==> config.mk <==
export PLATFORM = sky130hd
export DESIGN_NAME = itas_target
export DESIGN_NICKNAME = d
export VERILOG_FILES = /design/src/itas_pkg.sv /design/src/itas_addr_latch.sv /design/src/itas_bus_cond.sv /design/src/itas_target.sv
export VERILOG_INCLUDE_DIRS = /design/src
export SDC_FILE = /design/constraint.sdc
export NUM_CORES = 1
export LEC_CHECK = 0
export ABC_AREA = 0
export BUFFER_PORTS_ARGS = -buffer_cell sky130_fd_sc_hd__buf_2
export CORE_MARGIN = 10
export CORE_UTILIZATION = 40
export DETAILED_ROUTE_END_ITERATION = 10
export GPL_TIMING_DRIVEN = 0
export RECOVER_POWER = 50
export SKIP_CTS_REPAIR_TIMING = 1
export SLEW_MARGIN = 5
export SYNTH_ARGS = -nofsm -noshare
export SYNTH_HDL_FRONTEND = slang
export SYNTH_SLANG_ARGS = --single-unit
==> constraint.sdc <==
create_clock -name clk -period 5.3 [get_ports clk]
set_input_delay 0.265 -clock clk [delete_from_list [all_inputs] [get_ports clk]]
set_output_delay 0.265 -clock clk [all_outputs]
set_load 0.1 [all_outputs]
==> src/itas_map.svh <==
/*
  Constants for the I2C target port: address field layout, strap codes,
  byte framing and the data setup count used when a clock stretch ends.
  Assumes a 200 MHz core clock; included by the package, the address latch and the target.
*/
`ifndef ITAS_MAP_SVH
`define ITAS_MAP_SVH

// core clock rate and the data setup time kept before scl is let go
`define ITAS_CLK_MHZ          200
`define ITAS_DATA_SETUP_NS    250
`define ITAS_SETUP_CYC        ((`ITAS_DATA_SETUP_NS * `ITAS_CLK_MHZ + 999) / 1000)
`define ITAS_SETUP_W          6

// 7-bit address layout (address byte bits 7..1)
`define ITAS_ADDR_TOP         2'h1
`define ITAS_ADDR_FORCED      2'h3
`define ITAS_ADDR_W           7

// resistor strap codes
`define ITAS_CODE_PRIMARY     3'h0
`define ITAS_CODE_SECONDARY   3'h7

// byte framing
`define ITAS_BITS_PER_BYTE    4'h8
`define ITAS_IDX_SUBADDR      8'h00
`define ITAS_IDX_COUNT        8'h01
`define ITAS_IDX_MAX          8'hff

`endif

==> src/itas_pkg.sv <==
/*
  Types and the address assembly function of the I2C target port.
  Assumes itas_map.svh is on the include path.
*/
`include "itas_map.svh"

package itas_pkg;

  // byte-level protocol state of the target
  typedef enum logic [2:0] {
    ST_IDLE     = 3'b000,
    ST_ADDR     = 3'b001,
    ST_ADDR_ACK = 3'b010,
    ST_RX       = 3'b011,
    ST_RX_ACK   = 3'b100,
    ST_TX       = 3'b101,
    ST_TX_ACK   = 3'b110,
    ST_IGNORE   = 3'b111
  } itas_state_t;

  // fixed top bits, strap pins (port 2 only) and the strap code
  function automatic logic [6:0] itas_build_addr(input logic       port2,
                                                 input logic       pin_a,
                                                 input logic       pin_b,
                                                 input logic [2:0] code);
    logic [1:0] mid;
    mid = port2 ? {pin_b, pin_a} : `ITAS_ADDR_FORCED;
    return {`ITAS_ADDR_TOP, mid, code};
  endfunction : itas_build_addr

endpackage : itas_pkg

==> src/itas_addr_latch.sv <==
/*
  Captures the strap pins and the decoded resistor code once at boot and
  forms the target address. Assumes decode_done rises once the strap
  decoder result is valid and stays meaningful only at that moment.
*/
`timescale 1ns/1ps
`include "itas_map.svh"

module itas_addr_latch (
  // clock and reset
  input  wire logic       clk,
  input  wire logic       resetn,
  // boot straps
  input  wire logic       port2_sel,
  input  wire logic       addr_strap_pin_a,
  input  wire logic       addr_strap_pin_b,
  input  wire logic [2:0] strap_code,
  input  wire logic       decode_done,
  // captured address
  output logic      [6:0] own_addr_q,
  output logic            locked_q,
  output logic            primary_q
);

  // pins and code are taken in the same cycle so they never mix boots
  always_ff @(posedge clk) begin
    if (!resetn) begin
      own_addr_q <= 7'h00;
      locked_q   <= 1'b0;
      primary_q  <= 1'b0;
    end else if (decode_done && !locked_q) begin
      own_addr_q <= itas_pkg::itas_build_addr(port2_sel, addr_strap_pin_a,
                                              addr_strap_pin_b, strap_code);
      primary_q  <= (strap_code == `ITAS_CODE_PRIMARY);
      locked_q   <= 1'b1;
    end
  end

  AST_ADDR_TOP: assert property (@(posedge clk) disable iff (!resetn)
    locked_q |-> own_addr_q[6:5] == `ITAS_ADDR_TOP)
    else $error("address top bits not 01");

  AST_PORT1_FORCE: assert property (@(posedge clk) disable iff (!resetn)
    (decode_done && !locked_q && !port2_sel) |=> own_addr_q[4:3] == `ITAS_ADDR_FORCED)
    else $error("port 1 address bits 4 and 5 not forced high");

  AST_SAME_SAMPLE: assert property (@(posedge clk) disable iff (!resetn)
    (decode_done && !locked_q) |=>
      own_addr_q == itas_pkg::itas_build_addr($past(port2_sel), $past(addr_strap_pin_a),
                                              $past(addr_strap_pin_b), $past(strap_code)))
    else $error("straps not captured together");

  AST_PRIMARY: assert property (@(posedge clk) disable iff (!resetn)
    locked_q |-> primary_q == (own_addr_q[2:0] == `ITAS_CODE_PRIMARY))
    else $error("primary flag does not follow strap code");

  AST_LOCK_STABLE: assert property (@(posedge clk) disable iff (!resetn)
    locked_q |=> locked_q && $stable(own_addr_q))
    else $error("address changed after boot");

endmodule : itas_addr_latch

==> src/itas_bus_cond.sv <==
/*
  Edge and bus condition detector for scl and sda. Assumes both inputs
  are already synchronous to clk; one register stage gives the history.
*/
`timescale 1ns/1ps

module itas_bus_cond (
  // clock and reset
  input  wire logic clk,
  input  wire logic resetn,
  // bus levels
  input  wire logic scl_i,
  input  wire logic sda_i,
  // detected events, one cycle each, and the registered sda level
  output logic      scl_rise_q,
  output logic      scl_fall_q,
  output logic      start_q,
  output logic      stop_q,
  output logic      sda_q
);

  logic scl_q;

  // previous levels, idle bus reads high
  always_ff @(posedge clk) begin
    if (!resetn) begin
      scl_q <= 1'b1;
      sda_q <= 1'b1;
    end else begin
      scl_q <= scl_i;
      sda_q <= sda_i;
    end
  end

  // start and stop are sda edges while scl stays high
  always_ff @(posedge clk) begin
    if (!resetn) begin
      scl_rise_q <= 1'b0;
      scl_fall_q <= 1'b0;
      start_q    <= 1'b0;
      stop_q     <= 1'b0;
    end else begin
      scl_rise_q <= scl_i && !scl_q;
      scl_fall_q <= !scl_i && scl_q;
      start_q    <= scl_i && scl_q && sda_q && !sda_i;
      stop_q     <= scl_i && scl_q && !sda_q && sda_i;
    end
  end

endmodule : itas_bus_cond

==> src/itas_target.sv <==
/*
  I2C target port: address match, byte receive with acknowledge, byte
  transmit, clock stretching while the core is busy, and the sub-address
  and byte count framing of host-interface commands.
  Assumes scl and sda inputs synchronous to clk, open-drain pads outside,
  and a boot sequence that pulses decode_done once the strap is decoded.
*/
// Summary of operation
// - after a byte the port holds scl low until the core can take or give more data.
// - a stretch may fall on any clock pulse and the controller copes with that.
// - the address is fixed at boot and nothing is answered until it is set and the port enabled.
// - address byte is 0,1, two strap pin bits, three strap code bits and read/write in bit 0.
// - port 1 forces address bits 4 and 5 high while port 2 takes them from the strap pins.
// - the strap pins are sampled in the same moment as the resistor strap code.
// - strap code 0 means grounded primary, 7 means open secondary, 1 to 6 the resistor steps.
// - the device with strap code zero owns the serial flash and masters the serial link.
// - the byte after the address byte is the sub-address choosing the command or register.
// - the strap pin address bits are assembled by core logic, not by dedicated pin hardware.
// - as a receiver the port acknowledges every byte by holding sda low across the ack pulse.
// - the port works at standard-mode and fast-mode rates.
`timescale 1ns/1ps
`include "itas_map.svh"

module itas_target (
  // clock and reset
  input  wire logic       clk,
  input  wire logic       resetn,
  // boot configuration
  input  wire logic       port2_sel,
  input  wire logic       addr_strap_pin_a,
  input  wire logic       addr_strap_pin_b,
  input  wire logic [2:0] strap_code,
  input  wire logic       decode_done,
  input  wire logic       port_enable,
  // i2c pads, open drain
  input  wire logic       scl_i,
  output logic            scl_o,
  output logic            scl_oe,
  input  wire logic       sda_i,
  output logic            sda_o,
  output logic            sda_oe,
  // address status
  output logic      [6:0] own_addr,
  output logic            addr_locked,
  output logic            primary,
  // received bytes toward the core
  output logic            wr_valid,
  output logic      [7:0] wr_data,
  output logic      [7:0] wr_index,
  input  wire logic       wr_ready,
  output logic      [7:0] sub_addr,
  output logic      [7:0] byte_count,
  // transmit bytes from the core
  output logic            rd_req,
  output logic      [7:0] rd_index,
  input  wire logic       rd_valid,
  input  wire logic [7:0] rd_data,
  // transfer status
  output logic            busy
);

  itas_pkg::itas_state_t state_q;

  logic                   ev_rise;
  logic                   ev_fall;
  logic                   ev_start;
  logic                   ev_stop;
  logic                   sda_in;
  logic [3:0]             bit_cnt_q;
  logic [7:0]             shift_q;
  logic [7:0]             byte_idx_q;
  logic [`ITAS_SETUP_W-1:0] setup_cnt_q;
  logic                   rw_q;
  logic                   byte_done;
  logic                   resp_en;
  logic                   addr_match;
  logic                   wr_hs;
  logic                   rd_hs;
  logic                   rx_set;
  logic                   rd_set;

  localparam logic [`ITAS_SETUP_W-1:0] SETUP_CYC = `ITAS_SETUP_W'(`ITAS_SETUP_CYC);

  // boot-time address capture
  itas_addr_latch u_addr (
    .clk              (clk),
    .resetn           (resetn),
    .port2_sel        (port2_sel),
    .addr_strap_pin_a (addr_strap_pin_a),
    .addr_strap_pin_b (addr_strap_pin_b),
    .strap_code       (strap_code),
    .decode_done      (decode_done),
    .own_addr_q       (own_addr),
    .locked_q         (addr_locked),
    .primary_q        (primary)
  );

  // bus edges and conditions
  itas_bus_cond u_cond (
    .clk        (clk),
    .resetn     (resetn),
    .scl_i      (scl_i),
    .sda_i      (sda_i),
    .scl_rise_q (ev_rise),
    .scl_fall_q (ev_fall),
    .start_q    (ev_start),
    .stop_q     (ev_stop),
    .sda_q      (sda_in)
  );

  // decode of the current bus situation
  assign byte_done  = (bit_cnt_q == `ITAS_BITS_PER_BYTE);
  assign resp_en    = addr_locked && port_enable;
  assign addr_match = resp_en && (shift_q[7:1] == own_addr);
  assign wr_hs      = wr_valid && wr_ready;
  assign rd_hs      = rd_req && rd_valid;
  assign rx_set     = (state_q == itas_pkg::ST_RX) && ev_fall && byte_done;
  assign rd_set     = ev_fall && ((state_q == itas_pkg::ST_ADDR_ACK && rw_q) ||
                                  (state_q == itas_pkg::ST_TX_ACK));

  // protocol state; start and stop override everything, also mid-byte
  always_ff @(posedge clk) begin
    if (!resetn) begin
      state_q <= itas_pkg::ST_IDLE;
    end else if (ev_stop) begin
      state_q <= itas_pkg::ST_IDLE;
    end else if (ev_start) begin
      state_q <= itas_pkg::ST_ADDR;
    end else begin
      unique case (state_q)
        itas_pkg::ST_IDLE:     state_q <= itas_pkg::ST_IDLE;
        itas_pkg::ST_ADDR: begin
          if (ev_fall && byte_done) begin
            state_q <= addr_match ? itas_pkg::ST_ADDR_ACK : itas_pkg::ST_IGNORE;
          end
        end
        itas_pkg::ST_ADDR_ACK: begin
          if (ev_fall) begin
            state_q <= rw_q ? itas_pkg::ST_TX : itas_pkg::ST_RX;
          end
        end
        itas_pkg::ST_RX: begin
          if (ev_fall && byte_done) begin
            state_q <= itas_pkg::ST_RX_ACK;
          end
        end
        itas_pkg::ST_RX_ACK: begin
          if (ev_fall) begin
            state_q <= itas_pkg::ST_RX;
          end
        end
        itas_pkg::ST_TX: begin
          if (ev_fall && byte_done) begin
            state_q <= itas_pkg::ST_TX_ACK;
          end
        end
        itas_pkg::ST_TX_ACK: begin
          // a nack ends our part; wait for the stop or a restart
          if (ev_rise && sda_in) begin
            state_q <= itas_pkg::ST_IGNORE;
          end else if (ev_fall) begin
            state_q <= itas_pkg::ST_TX;
          end
        end
        itas_pkg::ST_IGNORE:   state_q <= itas_pkg::ST_IGNORE;
      endcase
    end
  end

  // bit counter: counts rising edges of data bits, cleared past each ack
  always_ff @(posedge clk) begin
    if (!resetn || ev_start) begin
      bit_cnt_q <= 4'h0;
    end else if (ev_rise && (state_q == itas_pkg::ST_ADDR || state_q == itas_pkg::ST_RX ||
                             state_q == itas_pkg::ST_TX)) begin
      bit_cnt_q <= bit_cnt_q + 4'h1;
    end else if (ev_fall && (state_q == itas_pkg::ST_ADDR_ACK ||
                             state_q == itas_pkg::ST_RX_ACK ||
                             state_q == itas_pkg::ST_TX_ACK)) begin
      bit_cnt_q <= 4'h0;
    end
  end

  // shift register, msb first in both directions
  always_ff @(posedge clk) begin
    if (!resetn || ev_start) begin
      shift_q <= 8'h00;
    end else if (rd_hs) begin
      shift_q <= rd_data;
    end else if (ev_rise && (state_q == itas_pkg::ST_ADDR || state_q == itas_pkg::ST_RX)) begin
      shift_q <= {shift_q[6:0], sda_in};
    end else if (ev_rise && state_q == itas_pkg::ST_TX) begin
      shift_q <= {shift_q[6:0], 1'b0};
    end
  end

  // direction of the addressed transfer
  always_ff @(posedge clk) begin
    if (!resetn) begin
      rw_q <= 1'b0;
    end else if (state_q == itas_pkg::ST_ADDR && ev_fall && byte_done) begin
      rw_q <= shift_q[0];
    end
  end

  // byte position in the transfer; a restart begins the read at 0
  always_ff @(posedge clk) begin
    if (!resetn || ev_start) begin
      byte_idx_q <= 8'h00;
    end else if (ev_fall && byte_idx_q != `ITAS_IDX_MAX &&
                 (state_q == itas_pkg::ST_RX_ACK ||
                  (state_q == itas_pkg::ST_TX_ACK && !sda_in))) begin
      byte_idx_q <= byte_idx_q + 8'h01;
    end
  end

  // sda drive: ack low, transmit zeros low, released otherwise
  always_ff @(posedge clk) begin
    if (!resetn || ev_start || ev_stop) begin
      sda_oe <= 1'b0;
    end else if (rd_hs) begin
      sda_oe <= !rd_data[7];
    end else if (ev_fall) begin
      unique case (state_q)
        itas_pkg::ST_ADDR:     sda_oe <= byte_done && addr_match;
        itas_pkg::ST_RX:       sda_oe <= byte_done;
        itas_pkg::ST_TX:       sda_oe <= !byte_done && !shift_q[7];
        itas_pkg::ST_ADDR_ACK: sda_oe <= 1'b0;
        itas_pkg::ST_RX_ACK:   sda_oe <= 1'b0;
        itas_pkg::ST_TX_ACK:   sda_oe <= 1'b0;
        itas_pkg::ST_IDLE:     sda_oe <= 1'b0;
        itas_pkg::ST_IGNORE:   sda_oe <= 1'b0;
      endcase
    end
  end

  // received bytes wait here until the core takes them
  always_ff @(posedge clk) begin
    if (!resetn) begin
      wr_valid <= 1'b0;
      wr_data  <= 8'h00;
      wr_index <= 8'h00;
    end else if (rx_set) begin
      wr_valid <= 1'b1;
      wr_data  <= shift_q;
      wr_index <= byte_idx_q;
    end else if (wr_hs) begin
      wr_valid <= 1'b0;
    end
  end

  // command framing: first written byte selects, second gives the count
  always_ff @(posedge clk) begin
    if (!resetn) begin
      sub_addr   <= 8'h00;
      byte_count <= 8'h00;
    end else if (wr_hs && wr_index == `ITAS_IDX_SUBADDR) begin
      sub_addr   <= wr_data;
    end else if (wr_hs && wr_index == `ITAS_IDX_COUNT) begin
      byte_count <= wr_data;
    end
  end

  // transmit requests; the core answers index 0 with the byte count
  always_ff @(posedge clk) begin
    if (!resetn) begin
      rd_req   <= 1'b0;
      rd_index <= 8'h00;
    end else if (rd_set && !(state_q == itas_pkg::ST_TX_ACK && sda_in)) begin
      rd_req   <= 1'b1;
      rd_index <= (state_q == itas_pkg::ST_TX_ACK) ? byte_idx_q + 8'h01 : byte_idx_q;
    end else if (rd_hs) begin
      rd_req   <= 1'b0;
    end
  end

  // after the core answers, sda settles before scl is released
  always_ff @(posedge clk) begin
    if (!resetn) begin
      setup_cnt_q <= '0;
    end else if (wr_hs || rd_hs) begin
      setup_cnt_q <= SETUP_CYC;
    end else if (setup_cnt_q != '0) begin
      setup_cnt_q <= setup_cnt_q - `ITAS_SETUP_W'(1);
    end
  end

  // clock stretch; valid for any pulse, here used around the ack bit
  always_ff @(posedge clk) begin
    if (!resetn) begin
      scl_oe <= 1'b0;
    end else begin
      scl_oe <= rx_set || rd_set || (wr_valid && !wr_ready) || (rd_req && !rd_valid) ||
                wr_hs || rd_hs || (setup_cnt_q > `ITAS_SETUP_W'(1));
    end
  end

  // pads only ever pull low
  always_ff @(posedge clk) begin
    if (!resetn) begin
      scl_o <= 1'b0;
      sda_o <= 1'b0;
    end else begin
      scl_o <= 1'b0;
      sda_o <= 1'b0;
    end
  end

  // addressed transfer in progress, ends with stop or a missed restart
  always_ff @(posedge clk) begin
    if (!resetn || ev_stop) begin
      busy <= 1'b0;
    end else if (state_q == itas_pkg::ST_ADDR && ev_fall && byte_done) begin
      busy <= addr_match;
    end
  end

  // edge detection at the core clock covers 100 and 400 kHz alike

  AST_NO_ANSWER_UNLOCKED: assert property (@(posedge clk) disable iff (!resetn)
    (state_q == itas_pkg::ST_ADDR && !resp_en) |=> !sda_oe || $past(sda_oe))
    else $error("answered before address set and port enabled");

  AST_STRETCH_RX: assert property (@(posedge clk) disable iff (!resetn)
    (wr_valid && !wr_ready) |=> scl_oe)
    else $error("scl not held while received byte waits");

  AST_STRETCH_TX: assert property (@(posedge clk) disable iff (!resetn)
    (rd_req && !rd_valid) |=> scl_oe)
    else $error("scl not held while transmit byte waits");

  AST_SETUP_BEFORE_RELEASE: assert property (@(posedge clk) disable iff (!resetn)
    (rd_hs || wr_hs) |=> scl_oe [*8])
    else $error("scl released without data setup time");

  AST_RELEASE_BOUND: assert property (@(posedge clk) disable iff (!resetn)
    (rd_hs && !ev_start && !ev_stop) |-> ##[1:60] !scl_oe)
    else $error("scl not released after core answered");

  AST_ACK_RX: assert property (@(posedge clk) disable iff (!resetn)
    (rx_set && !ev_start && !ev_stop) |=> sda_oe && wr_valid && wr_data == $past(shift_q))
    else $error("received byte not acknowledged");

  AST_ACK_ADDR: assert property (@(posedge clk) disable iff (!resetn)
    (state_q == itas_pkg::ST_ADDR_ACK) |-> busy)
    else $error("address ack without transfer flag");

  AST_SUBADDR: assert property (@(posedge clk) disable iff (!resetn)
    (wr_hs && wr_index == `ITAS_IDX_SUBADDR) |=> sub_addr == $past(wr_data))
    else $error("sub-address not taken from first written byte");

  AST_COUNT: assert property (@(posedge clk) disable iff (!resetn)
    (wr_hs && wr_index == `ITAS_IDX_COUNT) |=> byte_count == $past(wr_data))
    else $error("byte count not taken from second written byte");

endmodule : itas_target

==> results of run 1 <==
==> kinds of logic after synthesis <==
group | after synthesis | share of synthesized area
adder cells (fa/ha/maj) | 6 | 0.0190
buffers and inverters | 37 | 0.0405
AO/OA/AOI/OAI | 93 | 0.144
other | 1 | 0.000949
multiplexers | 30 | 0.0769
flip-flops | 88 | 0.446
AND/OR/NAND/NOR | 190 | 0.237
XOR/XNOR | 16 | 0.0355
==> final timing paths <==
kind           startpoint                 to  slack [ns]  depth (start not counted)
max          bit_cnt_q[0]         wr_data[5]        2.92                          7
max reg2reg  bit_cnt_q[0]         wr_data[5]        2.92                          7
min                 sda_i     u_cond.start_q        0.09                          2
min reg2reg  u_cond.scl_q  u_cond.scl_rise_q        0.44                          1
==> critical path: cells and delay by family (launching register included) <==
family	cells	cell delay (ns)
AO/OA/AOI/OAI	1	0.12
buffers and inverters	2	0.42
AND/OR/NAND/NOR	3	1.25
adder cells (fa/ha/maj)	1	0.18
flip-flops	1	0.35
==> flip-flops by register name (all words and copies together) (netlist names), 3 cells and up <==
name	cells
state_q	3
shift_q	8
byte_idx_q	8
u_addr.own_addr_q	5
byte_count	8
wr_index	8
sub_addr	8
setup_cnt_q	6
bit_cnt_q	4
rd_index	8
wr_data	8
==> per-stage QoR <==
step / hold WS, ns / power, mW
finish: 0.0867 / 1.48
global route: 0.0939 / 1.55
CTS: 0.0708 / 1.49
detailed placement: 0.430 / 1.00
global placement: 0.426 / 0.998
floorplan: 0.337 / 0.948
==> routing by layer <==
metal / up-vias / global-route usage / routed length, um
met5: - / 0 / 0
met4: 0 / 0.0347 / 72
met3: 6 / 0.0416 / 604
met2: 77 / 0.238 / 4990
met1: 1637 / 0.182 / 4900
li1: 1783 / - / -
==> layout by cell type, fill, tap and decap left out, drive strengths merged, types with 2 or more instances in the layout <==
cell and count:
nor2b 4, conb 3, nand4 4, or4 3, nor4b 2, clkbuf 78, mux2i 27, or3 2
nor3 16, nand3b 3, o31ai 2, a211oi 11, mux2 3, nand3 9, o311ai 2, o21ai 17
xor2 6, xnor2 10, nand2 54, a311oi 4, nand2b 8, dfxtp 88, nand4b 4, o22ai 3
and3 3, buf 31, inv 15, and4b 2, a21oi 42, nor2 61, o21a 4, nor3b 5
ha 6, nor4 5, or3b 2
==> area by class of cell <==
class | count | area (um^2) | area share
clock inverters | 7 | 83.8 | 0.0181
well taps | 133 | 166 | 0.0359
plain buffers | 26 | 118 | 0.0254
multi-input cells | 338 | 2040 | 0.439
inverters | 11 | 41.3 | 0.00891
clock buffers | 9 | 124 | 0.0267
flip-flops and latches | 88 | 1760 | 0.380
repair buffers | 74 | 304 | 0.0656
==> power breakdown <==
part           switching [mW]  internal, mW
logic                   0.179        0.0939
clock network           0.260         0.228
registers              0.0248         0.690
total                   0.463          1.01
==> results.sh, run 1 <==
export IMPL_finClkSkew_ns=0.0122
export IMPL_tightest_slew_ns=1.20
export IMPL_leakage_nw=1.71
export IMPL_syn_cell_area_um2=3950
export IMPL_fin_cells=686
export IMPL_io_buffers=74
export IMPL_fill_cells=1003
export IMPL_cts_sinks=88
export IMPL_endpoint_kind="flop"
export IMPL_rsz0062_at_grt="no"
export IMPL_ys_types=52
export IMPL_antenna_left=0
export IMPL_slew_violations=0
export IMPL_start_kind="flop"
export IMPL_synth_edf_count=0
export IMPL_crit_slowest_cell="nor4b_2"
export IMPL_routed_via_density=5.11
export IMPL_clk_pin_slew_ns=0.09
export IMPL_grt_start_max_net_pins=18
export IMPL_hold_class="in2reg"
export IMPL_grt_overflow=0
export IMPL_synthTopCellsByArea="dfxtp_1 45%, mux2i_1 6.8%, nor2_1 5.8%"
export IMPL_power_density_nw_per_um2=318
export IMPL_final_hold_viol_count=0
export IMPL_synth_top_area_frac=0.446
export IMPL_start_util=0.408
export IMPL_grt_pass1_vias=3365
export IMPL_slew_headroom=0.201
export IMPL_path_cells="inv_1 > ha_1 > nand4b_1 > nor4b_2 > buf_2 > nand2_1 > a21oi_1"
export IMPL_io_pin_count=78
export IMPL_htreeDepth=3
export IMPL_crit_fanout=10
export IMPL_fin_crit_ns=2.38
export IMPL_syn_mean_instance_area_um2=8.57
export IMPL_postLayoutSetupSlackWorst_ns=2.92
export IMPL_drive_above_1_share=0.103
export IMPL_synth_top_cell_by_area="dfxtp_1"
export IMPL_synth_yosys_seq_area_share=0.446
export IMPL_clk_latency_ns=0.36
export IMPL_cts_buffers=9
export IMPL_cts_tree="done"
export IMPL_gp_congestion=0.862
export IMPL_yosysMostFrequentCell="dfxtp_1"
export IMPL_crit_type="reg2reg"
export IMPL_antenna_diode_count=0
export IMPL_fp_row_count=36
export IMPL_cp_arrival_ns=2.67
export IMPL_syn2layout_area_growth_pct=17.3
export IMPL_ir_worst_vdd_mv=0.201
export IMPL_timing_final_crit_share=0.449
export IMPL_setup_viol_count_final=0
export IMPL_grt_pass1_wl_um=17100
export IMPL_place_ws_ns=2.94
export IMPL_yosysWarnings=0
export IMPL_via_count=3503
export IMPL_syn_instance_count=461
export IMPL_synth_main_ff_cell="dfxtp_1"
export IMPL_timing_setup_tns_ns=0
export IMPL_die_y_um=119
export IMPL_placed_cell_area_um2=4500
export IMPL_dr_first_iter_drc_count=329
export IMPL_synth_seq_cells=88
export IMPL_wire_per_inst_um=15.4
export IMPL_postLayoutCellArea_um2=4640
export IMPL_grtUsageTotal=0.144
export IMPL_fp_coreArea_um2=9680
export IMPL_first_pass_iters=4
export IMPL_clk_path_buf_depth=2
export IMPL_crit_required_ns=5.59
export IMPL_nets=576
export IMPL_antenna_found_initial=0
export IMPL_dieArea_um2=14300
export IMPL_slowest_delay_ns=0.89
export IMPL_outcome="complete, no violations"
export IMPL_remaining_drc_errors=0
export IMPL_fmax_mhz=420
export IMPL_synthTopCellsByCount="88 x dfxtp_1, 61 x nor2_1, 54 x nand2_1"
export IMPL_die_w_um=119
export IMPL_final_util=0.479
export IMPL_async_flop_share=0
export IMPL_place_inst=670
export IMPL_dp_final_hpwl_um=8020
export IMPL_root_buffer="clkbuf_8"
export IMPL_routed_wl_um=10600
export IMPL_maxCapViolations=0
Power figures use the tool's default switching activity.
==> run 2: changes to the inputs <==
clock period = 2.1 ns   (was 5.3 ns; I/O delays follow)
==> run 2 against run 1 <==
  * Global-route usage rose by 0.48 points
  * Clock power rose to 2.6 times the previous value
  * The flow now finishes with violations (negative hold slack)
  * Count of clock-buffer cells in the layout did not move
  * Power rose to 2.5 times the previous value
==> results.sh, run 2 (synthesis results as in run 1) <==
export IMPL_syn2layout_area_growth_pct=20.0
export IMPL_remaining_drc_errors=0
export IMPL_die_w_um=119
export IMPL_cts_sinks=88
export IMPL_via_count=3634
export IMPL_clk_path_buf_depth=2
export IMPL_fp_row_count=36
export IMPL_placed_cell_area_um2=4500
export IMPL_crit_required_ns=2.35
export IMPL_setup_viol_count_final=0
export IMPL_final_common_cell="dfxtp_1"
export IMPL_fp_coreArea_um2=9680
export IMPL_final_hold_viol_count=1
export IMPL_crit_type="reg2reg"
export IMPL_dieArea_um2=14300
export IMPL_dp_final_hpwl_um=8140
export IMPL_slew_headroom=0.209
export IMPL_timing_setup_tns_ns=0
export IMPL_start_util=0.408
export IMPL_postLayoutSetupSlackWorst_ns=0.118
export IMPL_antenna_found_initial=1
export IMPL_htreeDepth=3
export IMPL_hold_class="in2reg"
export IMPL_clk_latency_ns=0.37
export IMPL_root_buffer="clkbuf_8"
export IMPL_final_cell_mix="81 x dfxtp_1, 68 x clkbuf_1, 61 x nor2_1, 54 x nand2_1, 42 x a21oi_1"
export IMPL_grt_start_max_net_pins=18
export IMPL_gp_congestion=0.871
export IMPL_io_buffers=74
export IMPL_holdWs_ns=-0.0173
export IMPL_cts_buffers=9
export IMPL_die_y_um=119
export IMPL_r2r_cells=6
export IMPL_grt_overflow=0
export IMPL_routed_via_density=5.23
export IMPL_dr_first_iter_drc_count=274
export IMPL_start_kind="flop"
export IMPL_place_inst=670
export IMPL_fmax_mhz=505
export IMPL_timing_final_crit_share=0.944
export IMPL_power_density_nw_per_um2=792
export IMPL_wire_per_inst_um=15.9
export IMPL_io_pin_count=78
export IMPL_crit_fanout=10
export IMPL_power_mw=3.76
export IMPL_clk_pin_slew_ns=0.09
export IMPL_slew_violations=0
export IMPL_antenna_left=0
export IMPL_drive_above_1_share=0.127
export IMPL_place_ws_ns=-0.285
export IMPL_ir_worst_vdd_mv=0.578
export IMPL_whs_path_depth=3
export IMPL_grtUsageTotal=0.149
export IMPL_fin_crit_ns=1.98
export IMPL_grt_pass1_wl_um=17800
export IMPL_postLayoutCellArea_um2=4740
export IMPL_outcome="finished, violations left"
export IMPL_cp_arrival_ns=2.23
export IMPL_nets=584
export IMPL_finClkSkew_ns=0.0134
export IMPL_grt_pass1_vias=3503
export IMPL_first_pass_iters=5
export IMPL_routed_wl_um=11000
export IMPL_tightest_slew_ns=1.19
export IMPL_leakage_nw=1.77
export IMPL_endpoint_kind="flop"
export IMPL_cts_tree="done"
export IMPL_maxCapViolations=0
export IMPL_fin_cells=695
export IMPL_final_util=0.490
export IMPL_violations="negative hold slack"
[run 2: layout make-up]
cell class	count	area, um^2
Tap cell	133	166
Antenna cell	1	2.50
Fill cell	999	4940
Timing Repair Buffer	82	372
Buffer	26	121
Sequential cell	88	1770
Inverter	11	41.3
Clock buffer	9	124
Clock inverter	7	83.8
Multi-Input combinational cell	338	2060
[run 2: worst max-delay path, cell delays in order, from the launching register on]
cell and delay [ns]:
dfxtp_1 0.31, buf_2 0.20, clkbuf_1 0.34, nand3b_1 0.36, nor4_1 0.41, xnor2_1 0.17, a21oi_1 0.08
[run 2: path summary, 6_finish.rpt]
path | slack, ns | startpoint | end
hold reg to reg | 0.45 | u_cond.scl_q | u_cond.scl_rise_q
setup reg to reg | 0.12 | state_q[2] | rd_index[7]
hold / removal | -0.02 | decode_done | u_addr.locked_q
setup / recovery | 0.12 | state_q[2] | rd_index[7]
[run 2: metal layers]
metal  share of wire  track usage  up-vias
met2            0.48        0.253      102
met1            0.45        0.181     1710
met4           0.013       0.0483        0
met3           0.053       0.0373       17
met5               0            0        -
li1                -            -     1805
[run 2: where the power goes]
part           total [mW]  internal [mW]  switching (mW)
Combinational       0.703          0.247           0.456
Sequential           1.80           1.74          0.0614
Clock                1.25          0.576           0.674
